**config.mk**
```make
export PLATFORM = sky130hd
export DESIGN_NAME = dcdc_converter_config_mode_regs
export DESIGN_NICKNAME = d
export VERILOG_FILES = /design/src/design/dcdc_converter_config_mode_regs.v /design/src/design/bypass_hysteresis.v
export VERILOG_INCLUDE_DIRS = /design/src /design/src/common
export SDC_FILE = /design/constraint.sdc
export NUM_CORES = 1
export LEC_CHECK = 0
export ABC_AREA = 1
export ABC_CLOCK_PERIOD_IN_PS = 800
export BUFFER_PORTS_ARGS = -buffer_cell sky130_fd_sc_hd__buf_2
export CORE_MARGIN = 5
export CORE_UTILIZATION = 40
export DETAILED_ROUTE_END_ITERATION = 10
export GPL_TIMING_DRIVEN = 0
export PLACE_DENSITY_LB_ADDON = 0.1
export SLEW_MARGIN = 10
export SYNTH_ARGS = -nofsm -noshare
export SYNTH_HDL_FRONTEND = slang
export SYNTH_HIERARCHICAL = 1
export SYNTH_SLANG_ARGS = --single-unit
```
**constraint.sdc**
```tcl
create_clock -name i_clk -period 0.8 [get_ports i_clk]
set_input_delay 0 -clock i_clk [delete_from_list [all_inputs] [get_ports i_clk]]
set_output_delay 0 -clock i_clk [all_outputs]
set_load 0.05 [all_outputs]
```
**src/common/dcdc_regs_defs.vh**
```
// Register offsets, pages, field positions and reset values of the converter registers
`ifndef DCDC_REGS_DEFS_VH
`define DCDC_REGS_DEFS_VH

`define CFG_ADDR 8'h96
`define CFG_PAGE 8'h00
`define MODE_ADDR 8'hB3
`define MODE_PAGE 8'h02

`define CFG_RESET 8'h0B
`define MODE_RESET 8'h50

`define CFG_STATUS_BIT 7
`define CFG_TARGET_VOLTAGE_SELECT_HI 6
`define CFG_TARGET_VOLTAGE_SELECT_LO 3
`define CFG_LOCAL_OSC_DISABLE_BIT 2
`define CFG_SWSIZE_HI 1
`define CFG_SWSIZE_LO 0

`define MODE_RSVD_HI_BIT 7
`define MODE_ILIM_HI 6
`define MODE_ILIM_LO 4
`define MODE_FORCED_BIT 3
`define MODE_AUTO_BIT 2
`define MODE_RSVD_LO_BIT 1
`define MODE_ENABLE_BIT 0

`define RSVD_HI_VALUE 1'h0
`define RSVD_LO_VALUE 1'h1
`define UNMAPPED_READ 8'h00

`endif

```
**src/design/dcdc_converter_config_mode_regs.v**
```verilog
// Converter configuration and mode registers with bypass switch control
// Function
// - Configuration bit 7 reads 0 while the bypass switch is open and 1 while it is closed.
// - The four-bit target voltage code selects 1.8 V up by 0.1 V to 3.1 V, then 3.3 V and 3.5 V.
// - Configuration bit 2 set to 1 disables the local oscillator, 0 enables it.
// - Switch size code 00 is minimum and 11 maximum; software must not write 01 or 10.
// - Mode bits 6:4 pick a peak current limit of 200 mA at 001 up to 600 mA at 101.
// - Mode bit 3 set to 1 enables forced bypass.
// - Mode bit 2 set to 1 enables automatic bypass.
// - Mode bit 7 reads 0 and software writes 0 to it.
// - Mode bit 1 reads 1 and software writes 1 to it.
// - Mode bit 0 turns the converter off at 0 and on at 1.
// - The bypass switch stays closed while forced bypass or the automatic condition holds.
// - Automatic bypass closes below about 0.4 V margin and reopens above about 0.5 V.
`timescale 1ns/100ps
`default_nettype none
`include "dcdc_regs_defs.vh"

module dcdc_converter_config_mode_regs (
  input wire i_clk,
  input wire i_nrst,
  input wire [7:0] i_sfr_page,
  input wire [7:0] i_sfr_addr,
  input wire i_sfr_wr,
  input wire [7:0] i_sfr_wdata,
  input wire i_sfr_rd,
  input wire i_margin_low,
  input wire i_margin_high,
  output reg [7:0] o_sfr_rdata,
  output reg o_converter_enable,
  output reg [3:0] o_target_voltage_select,
  output reg o_local_osc_disable,
  output reg [1:0] o_power_switch_size,
  output reg [2:0] o_peak_current_limit,
  output reg o_forced_switch_close,
  output reg o_automatic_switch_close,
  output reg o_switch_close
);

  // Stored fields of the configuration register
  reg [3:0] target_voltage_select_ff;
  reg osc_dis_ff;
  reg [1:0] sw_size_ff;
  // Stored fields of the mode register
  reg [2:0] ilim_ff;
  reg forced_ff;
  reg auto_ff;
  reg enable_ff;

  reg [3:0] nxt_target_voltage_select;
  reg nxt_osc_dis;
  reg [1:0] nxt_sw_size;
  reg [2:0] nxt_ilim;
  reg nxt_forced;
  reg nxt_auto;
  reg nxt_enable;
  reg nxt_switch;
  reg [7:0] nxt_rdata;
  reg [7:0] cfg_view;
  reg [7:0] mode_view;

  wire cfg_sel;
  wire mode_sel;
  wire auto_hold;

  assign cfg_sel = (i_sfr_page == `CFG_PAGE) && (i_sfr_addr == `CFG_ADDR);
  assign mode_sel = (i_sfr_page == `MODE_PAGE) && (i_sfr_addr == `MODE_ADDR);

  bypass_hysteresis u_hyst (
    .i_clk(i_clk),
    .i_nrst(i_nrst),
    .i_auto_en(auto_ff),
    .i_margin_low(i_margin_low),
    .i_margin_high(i_margin_high),
    .o_hold_closed(auto_hold)
  );

  // Register writes; status bit 7 has no storage so writes cannot touch it
  always @* begin
    nxt_target_voltage_select = target_voltage_select_ff;
    nxt_osc_dis = osc_dis_ff;
    nxt_sw_size = sw_size_ff;
    nxt_ilim = ilim_ff;
    nxt_forced = forced_ff;
    nxt_auto = auto_ff;
    nxt_enable = enable_ff;
    if (i_sfr_wr && cfg_sel) begin
      nxt_target_voltage_select = i_sfr_wdata[`CFG_TARGET_VOLTAGE_SELECT_HI:`CFG_TARGET_VOLTAGE_SELECT_LO];
      nxt_osc_dis = i_sfr_wdata[`CFG_LOCAL_OSC_DISABLE_BIT];
      nxt_sw_size = i_sfr_wdata[`CFG_SWSIZE_HI:`CFG_SWSIZE_LO];
    end
    if (i_sfr_wr && mode_sel) begin
      nxt_ilim = i_sfr_wdata[`MODE_ILIM_HI:`MODE_ILIM_LO];
      nxt_forced = i_sfr_wdata[`MODE_FORCED_BIT];
      nxt_auto = i_sfr_wdata[`MODE_AUTO_BIT];
      nxt_enable = i_sfr_wdata[`MODE_ENABLE_BIT];
    end
  end

  // Switch closes on forced bypass or the latched automatic condition
  always @* begin
    nxt_switch = forced_ff | auto_hold;
  end

  // Read views; reserved bits read fixed values
  always @* begin
    cfg_view = 8'h00;
    cfg_view[`CFG_STATUS_BIT] = o_switch_close;
    cfg_view[`CFG_TARGET_VOLTAGE_SELECT_HI:`CFG_TARGET_VOLTAGE_SELECT_LO] = target_voltage_select_ff;
    cfg_view[`CFG_LOCAL_OSC_DISABLE_BIT] = osc_dis_ff;
    cfg_view[`CFG_SWSIZE_HI:`CFG_SWSIZE_LO] = sw_size_ff;
    mode_view = 8'h00;
    mode_view[`MODE_RSVD_HI_BIT] = `RSVD_HI_VALUE;
    mode_view[`MODE_ILIM_HI:`MODE_ILIM_LO] = ilim_ff;
    mode_view[`MODE_FORCED_BIT] = forced_ff;
    mode_view[`MODE_AUTO_BIT] = auto_ff;
    mode_view[`MODE_RSVD_LO_BIT] = `RSVD_LO_VALUE;
    mode_view[`MODE_ENABLE_BIT] = enable_ff;
    nxt_rdata = o_sfr_rdata;
    if (i_sfr_rd) begin
      if (cfg_sel) begin
        nxt_rdata = cfg_view;
      end else if (mode_sel) begin
        nxt_rdata = mode_view;
      end else begin
        nxt_rdata = `UNMAPPED_READ;
      end
    end
  end

  // Stored fields, switch drive and read data
  // Reset fields are the slices of config word 8'h0B and mode word 8'h50
  // Config: code 0001, oscillator on, largest switch
  // Mode: limit code 101, both bypass modes off, converter off
  // Reserved mode bits have no storage and are not reset here
  // Switch starts open until a bypass mode asks for it
  always @(posedge i_clk or negedge i_nrst) begin
    if (!i_nrst) begin
      target_voltage_select_ff <= 4'h1;
      osc_dis_ff <= 1'b0;
      sw_size_ff <= 2'h3;
      ilim_ff <= 3'h5;
      forced_ff <= 1'b0;
      auto_ff <= 1'b0;
      enable_ff <= 1'b0;
      o_switch_close <= 1'b0;
      o_sfr_rdata <= 8'h00;
    end else begin
      target_voltage_select_ff <= nxt_target_voltage_select;
      osc_dis_ff <= nxt_osc_dis;
      sw_size_ff <= nxt_sw_size;
      ilim_ff <= nxt_ilim;
      forced_ff <= nxt_forced;
      auto_ff <= nxt_auto;
      enable_ff <= nxt_enable;
      o_switch_close <= nxt_switch;
      o_sfr_rdata <= nxt_rdata;
    end
  end

  // Analog-facing controls, each a flop copy of the next stored value
  // Kept separate from the stored fields so every output is a flop
  // Reset values match the stored fields above
  always @(posedge i_clk or negedge i_nrst) begin
    if (!i_nrst) begin
      o_converter_enable <= 1'b0;
      o_target_voltage_select <= 4'h1;
      o_local_osc_disable <= 1'b0;
      o_power_switch_size <= 2'h3;
      o_peak_current_limit <= 3'h5;
      o_forced_switch_close <= 1'b0;
      o_automatic_switch_close <= 1'b0;
    end else begin
      o_converter_enable <= nxt_enable;
      o_target_voltage_select <= nxt_target_voltage_select;
      o_local_osc_disable <= nxt_osc_dis;
      o_power_switch_size <= nxt_sw_size;
      o_peak_current_limit <= nxt_ilim;
      o_forced_switch_close <= nxt_forced;
      o_automatic_switch_close <= nxt_auto;
    end
  end

endmodule

`default_nettype wire

```
**src/design/bypass_hysteresis.v**
```verilog
// Automatic bypass hysteresis latch on the input-to-target margin comparators
`timescale 1ns/100ps
`default_nettype none

module bypass_hysteresis (
  input wire i_clk,
  input wire i_nrst,
  input wire i_auto_en,
  input wire i_margin_low,
  input wire i_margin_high,
  output reg o_hold_closed
);

  reg nxt_hold;

  // Close below about 0.4 V, reopen above about 0.5 V or when automatic bypass is off
  always @* begin
    nxt_hold = o_hold_closed;
    if (!i_auto_en) begin
      nxt_hold = 1'b0;
    end else if (i_margin_low) begin
      nxt_hold = 1'b1;
    end else if (i_margin_high) begin
      nxt_hold = 1'b0;
    end
  end

  always @(posedge i_clk or negedge i_nrst) begin
    if (!i_nrst) begin
      o_hold_closed <= 1'b0;
    end else begin
      o_hold_closed <= nxt_hold;
    end
  end

endmodule

`default_nettype wire

```
**Word level (Yosys, flattened, before mapping)**

Index checks and enable logic that the tools add are counted.

- Bits in registers: 23
- Bits of input ports: 30
- Logic and storage cells: 25

- Eq/ne operators: 4
- Muxes and demuxes: 5
- Bitwise gates (word level): 1
- Reductions and logical operators: 5

Operators with widths:

| kind | count |
|---|---|
| $eq 8x8->1 const B | 2 |
| $eq 8x2->1 const B | 1 |
| $logic_not 8->1 | 1 |
| $mux 8 | 1 |
| $mux 7 | 1 |
| $logic_and 1x1->1 | 4 |
| $mux 1 | 3 |
| $ne 3x3->1 const B | 1 |
| $or 1x1->1 | 1 |

**Logic depth before layout (Yosys ltp)**

Gate-level depths: netlist of the first run.

- Word-level depth: 4
- Depth in mapped cells: 8
- Depth with buffers taken out: 8

**By module**

The synthesis of the first run kept the hierarchy.

Modules (own cells, without submodules):

| module | instances | cells each | area an instance (sq um) | sequential area each (sq um) |
|---|---|---|---|---|
| dcdc_converter_config_mode_regs | 1 | 154 | 1,202.4 | 556.8 |
| bypass_hysteresis | 1 | 6 | 48.8 | 25.0 |

**Worst setup path after synthesis of the first run**

No wires, ideal clock.

- Kind: reg-to-reg
- Start point: register, netlist name o_forced_switch_close
- End point: register o_switch_close
- Library setup time: 0.127 ns
- Data arrival time: 0.910 ns
- Setup slack: -0.237 ns
- Stages on the path, launching flop included: 2
- Buffers on the path: 0
- Period minus slack after synthesis: 1.037 ns
- Path through: dfrtp_1 > or2_2

RTL lines:

| what | line | source |
|---|---|---|
| to (signal assigned) | dcdc_converter_config_mode_regs.v:156 | `o_switch_close <= nxt_switch;` |
| to (decl) | dcdc_converter_config_mode_regs.v:37 | `output reg o_switch_close` |

**Final worst setup path of the first run**

- Start point: register o_power_switch_size[0]
- End point: output o_power_switch_size[0]

RTL lines:

| what | line | source |
|---|---|---|
| from (decl) | dcdc_converter_config_mode_regs.v:33 | `output reg [1:0] o_power_switch_size,` |
| from (signal assigned) | dcdc_converter_config_mode_regs.v:177 | `o_power_switch_size <= nxt_sw_size;` |

No word-level cell between the ends.

==> results.py, run 1 <==
metrics = {
    "clock_network": {
        "clk_latency_ns": 0.31,
        "cts.clk_slew.worst_paths_ns": 0.12,
        "cts_tree": "built",
        "htreeDepth": 1,
        "cts.sinks": 23,
        "cts_buffers": 3,
        "clock_tree.root_cell": "clkbuf_4",
        "clockBufferDepth": 2,
    },
    "critical_path": {
        "crit_chain": "buf_8",
        "worst-r2r-setup-slack_ns": -0.19,
        "critPathKind": "reg2out",
        "path_max_fanout": 2,
        "cp-end-kind": "output port",
        "crit_family": "flip-flops",
        "cp.depth": 1,
        "critPathArrivalTime_ns": 1.03,
        "rr_endpoint": "o_sfr_rdata[3]",
        "cpPeakStageDelay_ns": 0.57,
        "worst-path-buf-inv": 1,
        "critPathSlowestCell": "dfstp_2",
        "cp-start-kind": "register",
        "rr_worst_depth": 5,
        "worst_ep_required_time_ns": 0.80,
        "r2r-start": "o_target_voltage_select[0]",
    },
    "timing": {
        "rsz0062_at_grt": "yes",
        "fmax_mhz": 971.3,
        "fin_crit_sh_pct": 128.7,
        "max_slew.worst_pin.slew_ns": 0.5114,
        "drv_slew": 0,
        "fin_hold_ws_ns": 0.03740,
        "slew-limit-headroom_pct": 65.90,
        "clock_skew_ns": 0.008754,
        "layout_min_cycle_time_ns": 1.030,
        "worst_slack_ns": -0.2295,
        "finalHoldViolCount": 0,
        "fin_tns_setup_ns": -4.018,
        "setup_viol": 34,
    },
    "hold_path": {
        "hold_path.class": "in2reg",
        "whs_endpoint": "o_sfr_rdata[1]",
        "min-delay-start": "i_sfr_rd",
        "hold_depth": 4,
    },
    "synthesis": {
        "syn-num-nets": 190,
        "synthMuxAreaShare_pct": 0,
        "synth_compound_area_share_pct": 10.20,
        "synth_top_family_by_area": "simple AND/OR/NAND/NOR gates",
        "synthSimpleGateAreaFrac_pct": 34.80,
        "ys_types": 18,
        "avgSynthCellArea_um2": 7.820,
        "synth-xor-area-share_pct": 0,
        "syn_area_um2": 1251,
        "ys_seq_area_share_pct": 46.50,
        "yosys_register_bits": 23,
        "synth_adder_area_share_pct": 0,
        "synthCells": 160,
        "synth_warnings": 6,
    },
    "run_status": {
        "status": "finished, violations left",
        "violations": "setup timing",
    },
    "routing": {
        "wirelength_um": 3439,
        "viasPerCell": 4.479,
        "drc_errors": 0,
        "vias": 1281,
        "drt.antenna.violating_nets": 0,
        "dr.pass1.iters": 4,
        "drtIter0Drc": 54,
        "wl_per_cell_um": 12.02,
    },
    "power": {
        "p_leak_nw": 1.033,
        "finalPower_mw": 1.983,
        "ir_drop_mv": 1.119,
        "pwr_density_cell_nw_per_um2": 929.6,
    },
    "global_route": {
        "grt.total_usage_pct": 17.38,
        "overflow": 0,
        "antenna_found_initial": 0,
        "grt_pass1_wl_um": 5851,
        "grt_pass1_vias": 1342,
        "grt_max_degree": 24,
    },
    "finish": {
        "final_core_utilization_pct": 70.45,
        "final_nets": 273,
        "insertedDiodeCount": 0,
        "drive_above_1_share_pct": 57.85,
        "area_delta_synth_final_pct": 70.50,
        "nFillCells": 247,
    },
    "floorplan": {
        "boundaryPins": 52,
        "die_w_um": 65.93,
        "die_area_um2": 4347,
        "initial_core_util_pct": 41.32,
        "die_h_um": 65.93,
        "rows": 20,
        "core_area_um2": 3028,
    },
    "job": {
        "cap_viol_max_count": 0,
    },
    "placement": {
        "place_ws_ns": -0.3316,
        "gp_congestion": 0.7745,
        "portBuffers": 49,
        "hpwl_um": 2427,
    },
}
-- metal layers --
metal	GRT usage [%]	part of all wire [%]	vias to the layer above
met5	0	0	-
li1	-	-	658
met2	31.79	52	32
met3	4.252	4.7	7
met4	3.807	1.7	0
met1	20.36	41	584
-- registers in the layout, indices dropped and copies added (netlist names) --
signal	flops
o_automatic_switch_close	1
o_converter_enable	1
o_forced_switch_close	1
o_local_osc_disable	1
o_peak_current_limit	3
o_power_switch_size	2
o_sfr_rdata	8
o_switch_close	1
o_target_voltage_select	4
u_hyst/o_hold_closed	1
-- cell usage in the layout (no fill, tap or decap) --
| cell type | synthesis | final |
|---|---|---|
| a21oi_2 | 1 | 1 |
| buf_2 | 1 | 28 |
| buf_4 | 0 | 10 |
| buf_6 | 2 | 26 |
| buf_8 | 0 | 5 |
| clkbuf_1 | 0 | 1 |
| clkbuf_4 | 0 | 3 |
| dfrtp_1 | 18 | 6 |
| dfrtp_2 | 0 | 12 |
| dfstp_2 | 5 | 5 |
| dlygate4sd3_1 | 0 | 12 |
| inv_1 | 21 | 20 |
| inv_6 | 0 | 1 |
| nand2_1 | 54 | 42 |
| nand2_2 | 2 | 13 |
| nand2_4 | 0 | 1 |
| nand3_1 | 12 | 4 |
| nand3_2 | 1 | 8 |
| nand3_4 | 1 | 2 |
| nand4_1 | 1 | 1 |
| nor2_1 | 19 | 15 |
| nor2_2 | 6 | 8 |
| nor2_4 | 1 | 3 |
| o21ai_0 | 1 | 1 |
| o21ai_2 | 13 | 13 |
| or2_4 | 0 | 1 |
-- worst max path at each step --
stage	startpoint	to	slack, ns
after global routing	o_peak_current_limit[0]	o_peak_current_limit[0]	-0.27
final	o_power_switch_size[0]	o_power_switch_size[0]	-0.23
after CTS	o_peak_current_limit[0]	o_peak_current_limit[0]	-0.24
after detailed placement	i_sfr_addr[2]	o_sfr_rdata[0]	-0.33
after global placement	i_sfr_addr[2]	o_sfr_rdata[3]	-0.30
after floorplan	o_power_switch_size[1]	o_sfr_rdata[1]	-0.19
-- final cells by class --
| type | instances | area (µm²) | share of cell area [%] |
|---|---|---|---|
| flip-flops and latches | 23 | 596.8 | 27.98 |
| plain buffers | 3 | 27.53 | 1.290 |
| inverters | 21 | 83.83 | 3.930 |
| clock buffers | 4 | 26.28 | 1.232 |
| multi-input cells | 113 | 668.1 | 31.32 |
| repair buffers | 78 | 675.6 | 31.67 |
| well taps | 44 | 55.05 | 2.581 |
-- cell families after synthesis --
family          count (synthesis)
flops                          23
compound gates                 15
simple gates                   98
buf+inv                        24
-- report_power, final --
| group | total [mW] | switching [mW] | internal (mW) |
|---|---|---|---|
| sequential | 1.17 | 0.00268 | 1.17 |
| clock | 0.529 | 0.334 | 0.195 |
| combinational | 0.285 | 0.156 | 0.129 |
-- tightest hold or removal path, stage by stage --
cell     delay [ns]
buf_2          0.11
nand2_1        0.06
nor2_1         0.10
nor2_1         0.05
-- through the flow --
stage	area, µm²	std cells
after detailed placement	1637	253
after global placement	1637	253
after CTS	2074	285
final	2133	286
after global routing	2133	286
after floorplan	1336	160
-- synthesized netlist by cell type --
master	count	area share, %
a21oi_2	1	0.70
buf_2	1	0.40
buf_6	2	1.8
dfrtp_1	18	36
dfstp_2	5	11
inv_1	21	6.3
nand2_1	54	16
nand2_2	2	1.0
nand3_1	12	4.8
nand3_2	1	0.80
nand3_4	1	1.4
nand4_1	1	0.50
nor2_1	19	5.7
nor2_2	6	3.0
nor2_4	1	0.90
o21ai_0	1	0.40
o21ai_2	13	9.1
or2_2	1	0.50
-- what timing repair did --
action	4_1_cts	5_1_grt
hold buffers	12	0
resized for setup	54	15
buffers inserted	16	1
endpoints found under the setup margin	28	40
hold endpoints to repair	43	0
pin swaps	0	3
No activity file was read; power rests on OpenSTA's default activity.
==> run 2: changes to the inputs <==
--- a/config.mk
+++ b/config.mk
@@ -10,7 +10,7 @@
 export ABC_CLOCK_PERIOD_IN_PS = 800
 export BUFFER_PORTS_ARGS = -buffer_cell sky130_fd_sc_hd__buf_2
 export CORE_MARGIN = 5
-export CORE_UTILIZATION = 40
+export CORE_UTILIZATION = 42
 export DETAILED_ROUTE_END_ITERATION = 10
 export GPL_TIMING_DRIVEN = 0
 export PLACE_DENSITY_LB_ADDON = 0.1
==> constraint.sdc (replaced) <==
create_clock -name i_clk -period 0.8 [get_ports i_clk]
set_input_delay 0 -clock i_clk [delete_from_list [all_inputs] [get_ports i_clk]]
set_output_delay 0 -clock i_clk [all_outputs]
set_load 0.01 [all_outputs]
==> run 2 against run 1 <==
Compared with the run above: the flow still finishes with violations (setup timing); via count shrank 2.5%; largest cell class is now multi-input combinational cells; sequential share of layout area grew 2.6 points; global-route usage shrank 1.3 points; utilization shrank 2.7 points; routed wire length shrank 10%; sequential power is essentially flat; hold slack lost 0.014 ns; clock-buffer cell count is the same; fmax grew 1.5%; largest power group unchanged.
==> results.py, run 2 (same netlist as run 1, synthesis figures left out) <==
metrics = {
    "critical_path": {
        "critPathKind": "reg2out",
        "cpPeakStageDelay_ns": 0.59,
        "crit_chain": "buf_6",
        "crit_family": "flip-flops",
        "path_max_fanout": 3,
        "cp-end-kind": "output port",
        "critPathSlowestCell": "dfstp_2",
        "worst-path-buf-inv": 1,
        "cp-start-kind": "register",
        "critPathArrivalTime_ns": 1.01,
        "worst_ep_required_time_ns": 0.80,
    },
    "clock_network": {
        "cts_tree": "built",
        "cts.clk_slew.worst_paths_ns": 0.12,
        "cts.sinks": 23,
        "clk_latency_ns": 0.31,
        "clock_tree.root_cell": "clkbuf_4",
        "htreeDepth": 1,
        "clockBufferDepth": 2,
        "cts_buffers": 3,
    },
    "timing": {
        "drv_slew": 0,
        "rsz0062_at_grt": "yes",
        "setup_viol": 29,
        "fin_crit_sh_pct": 126.8,
        "worst_slack_ns": -0.2146,
        "clock_skew_ns": 0.009355,
        "finalHoldViolCount": 0,
        "layout_min_cycle_time_ns": 1.015,
        "slew-limit-headroom_pct": 66.77,
        "max_slew.worst_pin.slew_ns": 0.4985,
        "fmax_mhz": 985.7,
    },
    "global_route": {
        "busiest_layer": "met2",
        "grt_pass1_vias": 1245,
        "grt_util_met2_pct": 29.77,
        "grt.total_usage_pct": 16.05,
        "gr-usage-met3_pct": 4.318,
        "grtUsageMet1_pct": 18.58,
        "grt_pass1_wl_um": 5395,
        "grt_max_degree": 24,
        "antenna_found_initial": 0,
        "overflow": 0,
    },
    "floorplan": {
        "boundaryPins": 52,
        "die_w_um": 64.58,
        "rows": 19,
        "initial_core_util_pct": 44.60,
        "die_area_um2": 4171,
        "core_area_um2": 2805,
        "die_h_um": 64.58,
    },
    "routing": {
        "drt.antenna.violating_nets": 0,
        "wl_per_cell_um": 11.51,
        "dr.pass1.iters": 4,
        "wirelength_um": 3095,
        "vias": 1249,
        "drc_errors": 0,
        "drtIter0Drc": 21,
        "viasPerCell": 4.643,
    },
    "finish": {
        "insertedDiodeCount": 0,
        "largest_reg_flops": 8,
        "final_cell_mix": "nand2_1 (43), buf_2 (43), inv_1 (19), dfrtp_1 (18), nor2_1 (17)",
        "final_nets": 269,
        "regMostFlops": "o_sfr_rdata",
        "layoutNonFillerInstCount": 269,
        "largestRegisters": "o_sfr_rdata x8, o_target_voltage_select x4, o_peak_current_limit x3",
        "area_delta_synth_final_pct": 51.90,
        "drive_above_1_share_pct": 49.16,
        "final_core_utilization_pct": 67.75,
    },
    "placement": {
        "place_ws_ns": -0.2431,
        "post-place-cells": 240,
        "hpwl_um": 2272,
        "gp_congestion": 0.8191,
        "portBuffers": 49,
    },
    "job": {
        "cap_viol_max_count": 0,
    },
    "power": {
        "ir_drop_mv": 0.9286,
        "pwr_density_cell_nw_per_um2": 1025,
        "p_leak_nw": 1.015,
    },
    "run_status": {
        "status": "finished, violations left",
        "violations": "setup timing",
    },
    "hold_path": {
        "hold_path.class": "in2reg",
    },
}
run 2: cell types whose count changed in the layout (fill, tap and decap cells not counted), sizes merged:
cell / before / now
buf: 69 / 65
run 2: stage by stage:
stage	cell area, µm²	hold WS [ns]	power (mW)	TNS, ns
floorplan	1276	-0.2956	1.279	-0.1735
global placement	1560	-0.01237	1.394	-3.697
detailed placement	1560	-0.004281	1.401	-4.076
CTS	1815	0.01012	1.969	-2.836
global route	1901	0.03555	2.045	-4.008
finish	1901	0.02333	1.948	-2.705
run 2: report_power, final:
part           total [mW]  internal, mW  switching, mW
Combinational       0.261         0.123          0.138
Sequential           1.17          1.17        0.00154
Clock               0.518         0.195          0.324
Total                1.95          1.48          0.463
run 2: worst paths after layout:
kind                       cells after the start  slack (ns)                      to                     from
setup / recovery                               1       -0.21  o_power_switch_size[0]   o_power_switch_size[0]
hold / removal                                 4        0.02          o_sfr_rdata[1]                 i_sfr_rd
setup reg to reg                               5       -0.21          o_sfr_rdata[6]  o_peak_current_limit[2]
hold reg to reg                                2        0.49          o_sfr_rdata[3]           o_sfr_rdata[3]
max in group asynchronous                      2        0.26  o_power_switch_size[1]                   i_nrst
min in group asynchronous                      2        0.18   o_forced_switch_close                   i_nrst
run 2: repair_timing:
item                                    in CTS  in global routing
setup buffers                                8                  5
endpoints found under the setup margin      27                 34
resized for setup                           10                 14
hold endpoints to repair                    42                  0
pin swaps                                    2                 11
hold buffers                                12                  0
run 2: layout make-up:
cell class	instances	area, µm²
well taps	31	38.79
plain buffers	3	27.53
inverters	21	81.33
flip-flops and latches	23	581.8
multi-input cells	113	623.1
fillers	240	904.6
clock buffers	4	26.28
repair buffers	74	521.8
run 2: layer usage:
metal  vias to the layer above  wire, µm
met1                       565      1350
met3                         2       160
met5                         -         0
met4                         0        19
met2                        31      1563
li1                        651         -
==> run 3: changes to the inputs <==
--- a/config.mk
+++ b/config.mk
@@ -6,11 +6,10 @@
 export SDC_FILE = /design/constraint.sdc
 export NUM_CORES = 1
 export LEC_CHECK = 0
-export ABC_AREA = 1
 export ABC_CLOCK_PERIOD_IN_PS = 800
 export BUFFER_PORTS_ARGS = -buffer_cell sky130_fd_sc_hd__buf_2
 export CORE_MARGIN = 5
-export CORE_UTILIZATION = 42
+export CORE_UTILIZATION = 40
 export DETAILED_ROUTE_END_ITERATION = 10
 export GPL_TIMING_DRIVEN = 0
 export PLACE_DENSITY_LB_ADDON = 0.1
==> run 3 against run 2 <==
Compared with the run above: the flow still finishes with violations (setup timing); synthesized cell count decreased by 57%; hold slack got worse by 0.0055 ns; sequential cell count unchanged; critical endpoint is now o_local_osc_disable.
==> results.py, run 3 <==
metrics = {
    "global_route": {
        "grt_pass1_wl_um": 3912,
        "grt.total_usage_pct": 14.27,
        "overflow": 0,
        "grt_pass1_vias": 901,
        "antenna_found_initial": 0,
        "grt_max_degree": 24,
    },
    "synthesis": {
        "ys_seq_area_share_pct": 55.69,
        "ys_types": 25,
        "synth_warnings": 6,
        "synth-main-ff-cell": "dfrtp_1",
        "yosys.area.top_type_share_pct": 43.11,
        "synth_top_area_cell": "dfrtp_1",
        "synth_adder_area_share_pct": 0,
        "synth_edf_count": 0,
        "syn-num-nets": 98,
        "synth_top_family_by_area": "simple AND/OR/NAND/NOR gates",
        "synth_compound_area_share_pct": 8.623,
        "synth_common_cells": "dfrtp_1 (18), mux2_2 (12), a221o_1 (6), nor2b_1 (6), dfstp_2 (5)",
        "avgSynthCellArea_um2": 15.36,
        "yosysMostFrequentCell": "dfrtp_1",
        "yosys_register_bits": 23,
        "synthArstFlopShare_pct": 100.0,
        "synthMuxAreaShare_pct": 14.37,
        "synthSimpleGateAreaFrac_pct": 19.76,
        "syn_area_um2": 1045,
        "ys_top_cells_by_area": "dfrtp_1 (43%), mux2_2 (13%), dfstp_2 (13%)",
        "synthCells": 68,
        "synth-xor-area-share_pct": 0,
    },
    "critical_path": {
        "cp-start-kind": "primary input",
        "critPathArrivalTime_ns": 1.21,
        "worst_ep_required_time_ns": 1.00,
        "cp-end-kind": "register",
        "path_max_fanout": 7,
        "rr_endpoint": "o_sfr_rdata[6]",
        "rr_worst_depth": 2,
        "critPathKind": "in2reg",
        "r2r-start": "o_peak_current_limit[2]",
        "worst-r2r-setup-slack_ns": -0.13,
    },
    "finish": {
        "drive_above_1_share_pct": 65.93,
        "final_nets": 166,
        "final_common_cell": "buf_2",
        "fin_area_um2": 1565,
        "largest_reg_flops": 8,
        "layoutNonFillerInstCount": 165,
        "final_core_utilization_pct": 63.18,
        "insertedDiodeCount": 0,
        "regMostFlops": "o_sfr_rdata",
        "area_delta_synth_final_pct": 49.82,
        "final_cell_mix": "buf_2 (43), dfrtp_1 (18), mux2_2 (11), buf_6 (9), dlygate4sd3_1 (9)",
        "largestRegisters": "o_sfr_rdata x8, o_target_voltage_select x4, o_peak_current_limit x3",
    },
    "placement": {
        "hpwl_um": 1751,
        "place_ws_ns": -0.5699,
        "portBuffers": 50,
        "placed_area_um2": 1339,
        "gp_congestion": 0.6687,
        "post-place-cells": 148,
    },
    "routing": {
        "wl_met1_um": 960,
        "dr.pass1.iters": 3,
        "route.met2.wl_um": 1233,
        "dr_wl_met3_um": 248,
        "drtIter0Drc": 12,
        "drc_errors": 0,
        "top_layer": "met4",
        "wl_per_cell_um": 14.90,
        "wirelength_um": 2458,
        "drt.antenna.violating_nets": 0,
        "vias": 842,
        "viasPerCell": 5.103,
    },
    "hold_path": {
        "min-delay-start": "i_margin_high",
        "whs_endpoint": "u_hyst/o_hold_closed",
        "hold_path.class": "in2reg",
        "hold_depth": 3,
    },
    "clock_network": {
        "clockBufferDepth": 2,
        "htreeDepth": 1,
        "clk_latency_ns": 0.30,
        "cts.sinks": 23,
        "clock_tree.root_cell": "clkbuf_4",
        "cts_tree": "built",
        "cts_buffers": 3,
        "cts.clk_slew.worst_paths_ns": 0.12,
    },
    "floorplan": {
        "boundaryPins": 52,
        "die_w_um": 61.11,
        "core_area_um2": 2477,
        "initial_core_util_pct": 42.17,
        "die_area_um2": 3734,
        "rows": 18,
        "die_h_um": 61.11,
    },
    "timing": {
        "fmax_mhz": 988.1,
        "setup_viol": 43,
        "slew-limit-headroom_pct": 65.62,
        "finalHoldViolCount": 0,
        "drv_slew": 0,
        "worst_slack_ns": -0.2121,
        "fin_hold_ws_ns": 0.01779,
        "max_slew.worst_pin.slew_ns": 0.5157,
        "layout_min_cycle_time_ns": 1.012,
        "rsz0062_at_grt": "yes",
        "clock_skew_ns": 0.003326,
        "fin_crit_sh_pct": 126.5,
    },
    "run_status": {
        "violations": "setup timing",
        "status": "finished, violations left",
    },
    "power": {
        "pwr_density_cell_nw_per_um2": 1189,
        "p_leak_nw": 0.8320,
        "ir_drop_mv": 0.8811,
    },
    "job": {
        "cap_viol_max_count": 0,
    },
}
==> run 3: changes by cell type after synthesis, moves of 6 or more <==
cell,previous run,this run
mux2_2,0,12
nand3_1,12,1
nor2b_1,0,6
nor2_2,6,0
o21ai_2,13,0
nand2_1,54,0
a221o_1,0,6
nor2_1,19,1
inv_1,21,1
==> run 3: through the flow <==
step / TNS (ns) / total power [mW]
after floorplan: -5.609 / 1.208
after global placement: -10.05 / 1.320
after detailed placement: -11.06 / 1.323
after CTS: -5.350 / 1.899
after global routing: -7.095 / 1.975
final: -4.818 / 1.860
==> run 3: worst max-delay path by stage <==
stage / start / slack [ns] / end
floorplan: i_sfr_page[0] / -0.31 / o_local_osc_disable
CTS: i_sfr_addr[3] / -0.22 / o_local_osc_disable
global route: i_sfr_addr[3] / -0.26 / o_local_osc_disable
finish: i_sfr_addr[3] / -0.21 / o_local_osc_disable
global placement: i_sfr_page[0] / -0.52 / o_target_voltage_select[3]
detailed placement: i_sfr_page[0] / -0.57 / o_target_voltage_select[3]
==> run 3: logic make-up (layout without fill, tap and decap cells) <==
group	Yosys count	in the layout
buffers and inverters	3	70
AOI/OAI and AO/OA	10	10
muxes	13	13
DFF	23	23
and+or+nand+nor	19	19
==> run 3: final cells by class <==
cell class | count | area, µm²
Fill cell | 233 | 912.1
Sequential cell | 23 | 581.8
Multi-Input combinational cell | 42 | 478.0
Timing Repair Buffer | 63 | 417.9
Tap cell | 30 | 37.54
Clock buffer | 3 | 22.52
Buffer | 2 | 18.77
Clock inverter | 1 | 5.005
Inverter | 1 | 3.754
==> run 3: repair_timing <==
action,CTS,global route
endpoints found under the setup margin,43,44
hold buffers,9,0
pin swaps,3,2
endpoints found under the hold margin,37,0
buffers inserted,4,0
gates resized for setup,13,1
==> run 3: metal layers <==
metal	up-vias	track usage (%)
met1	416	16.47
met2	32	26.59
met3	2	2.306
met4	0	4.644
met5	-	0
li1	392	-
==> run 3: worst max-delay path: stages <==
cell	delay [ns]
buf_6	0.09
nor4bb_4	0.26
and4b_4	0.32
nand4_4	0.18
mux2_4	0.35
==> run 3: power by group <==
group	internal, mW	leakage (nW)	switching, mW
sequential	1.16	0.303	0.000201
clock	0.186	0.0177	0.324
combinational	0.102	0.511	0.0844
total	1.45	0.832	0.408
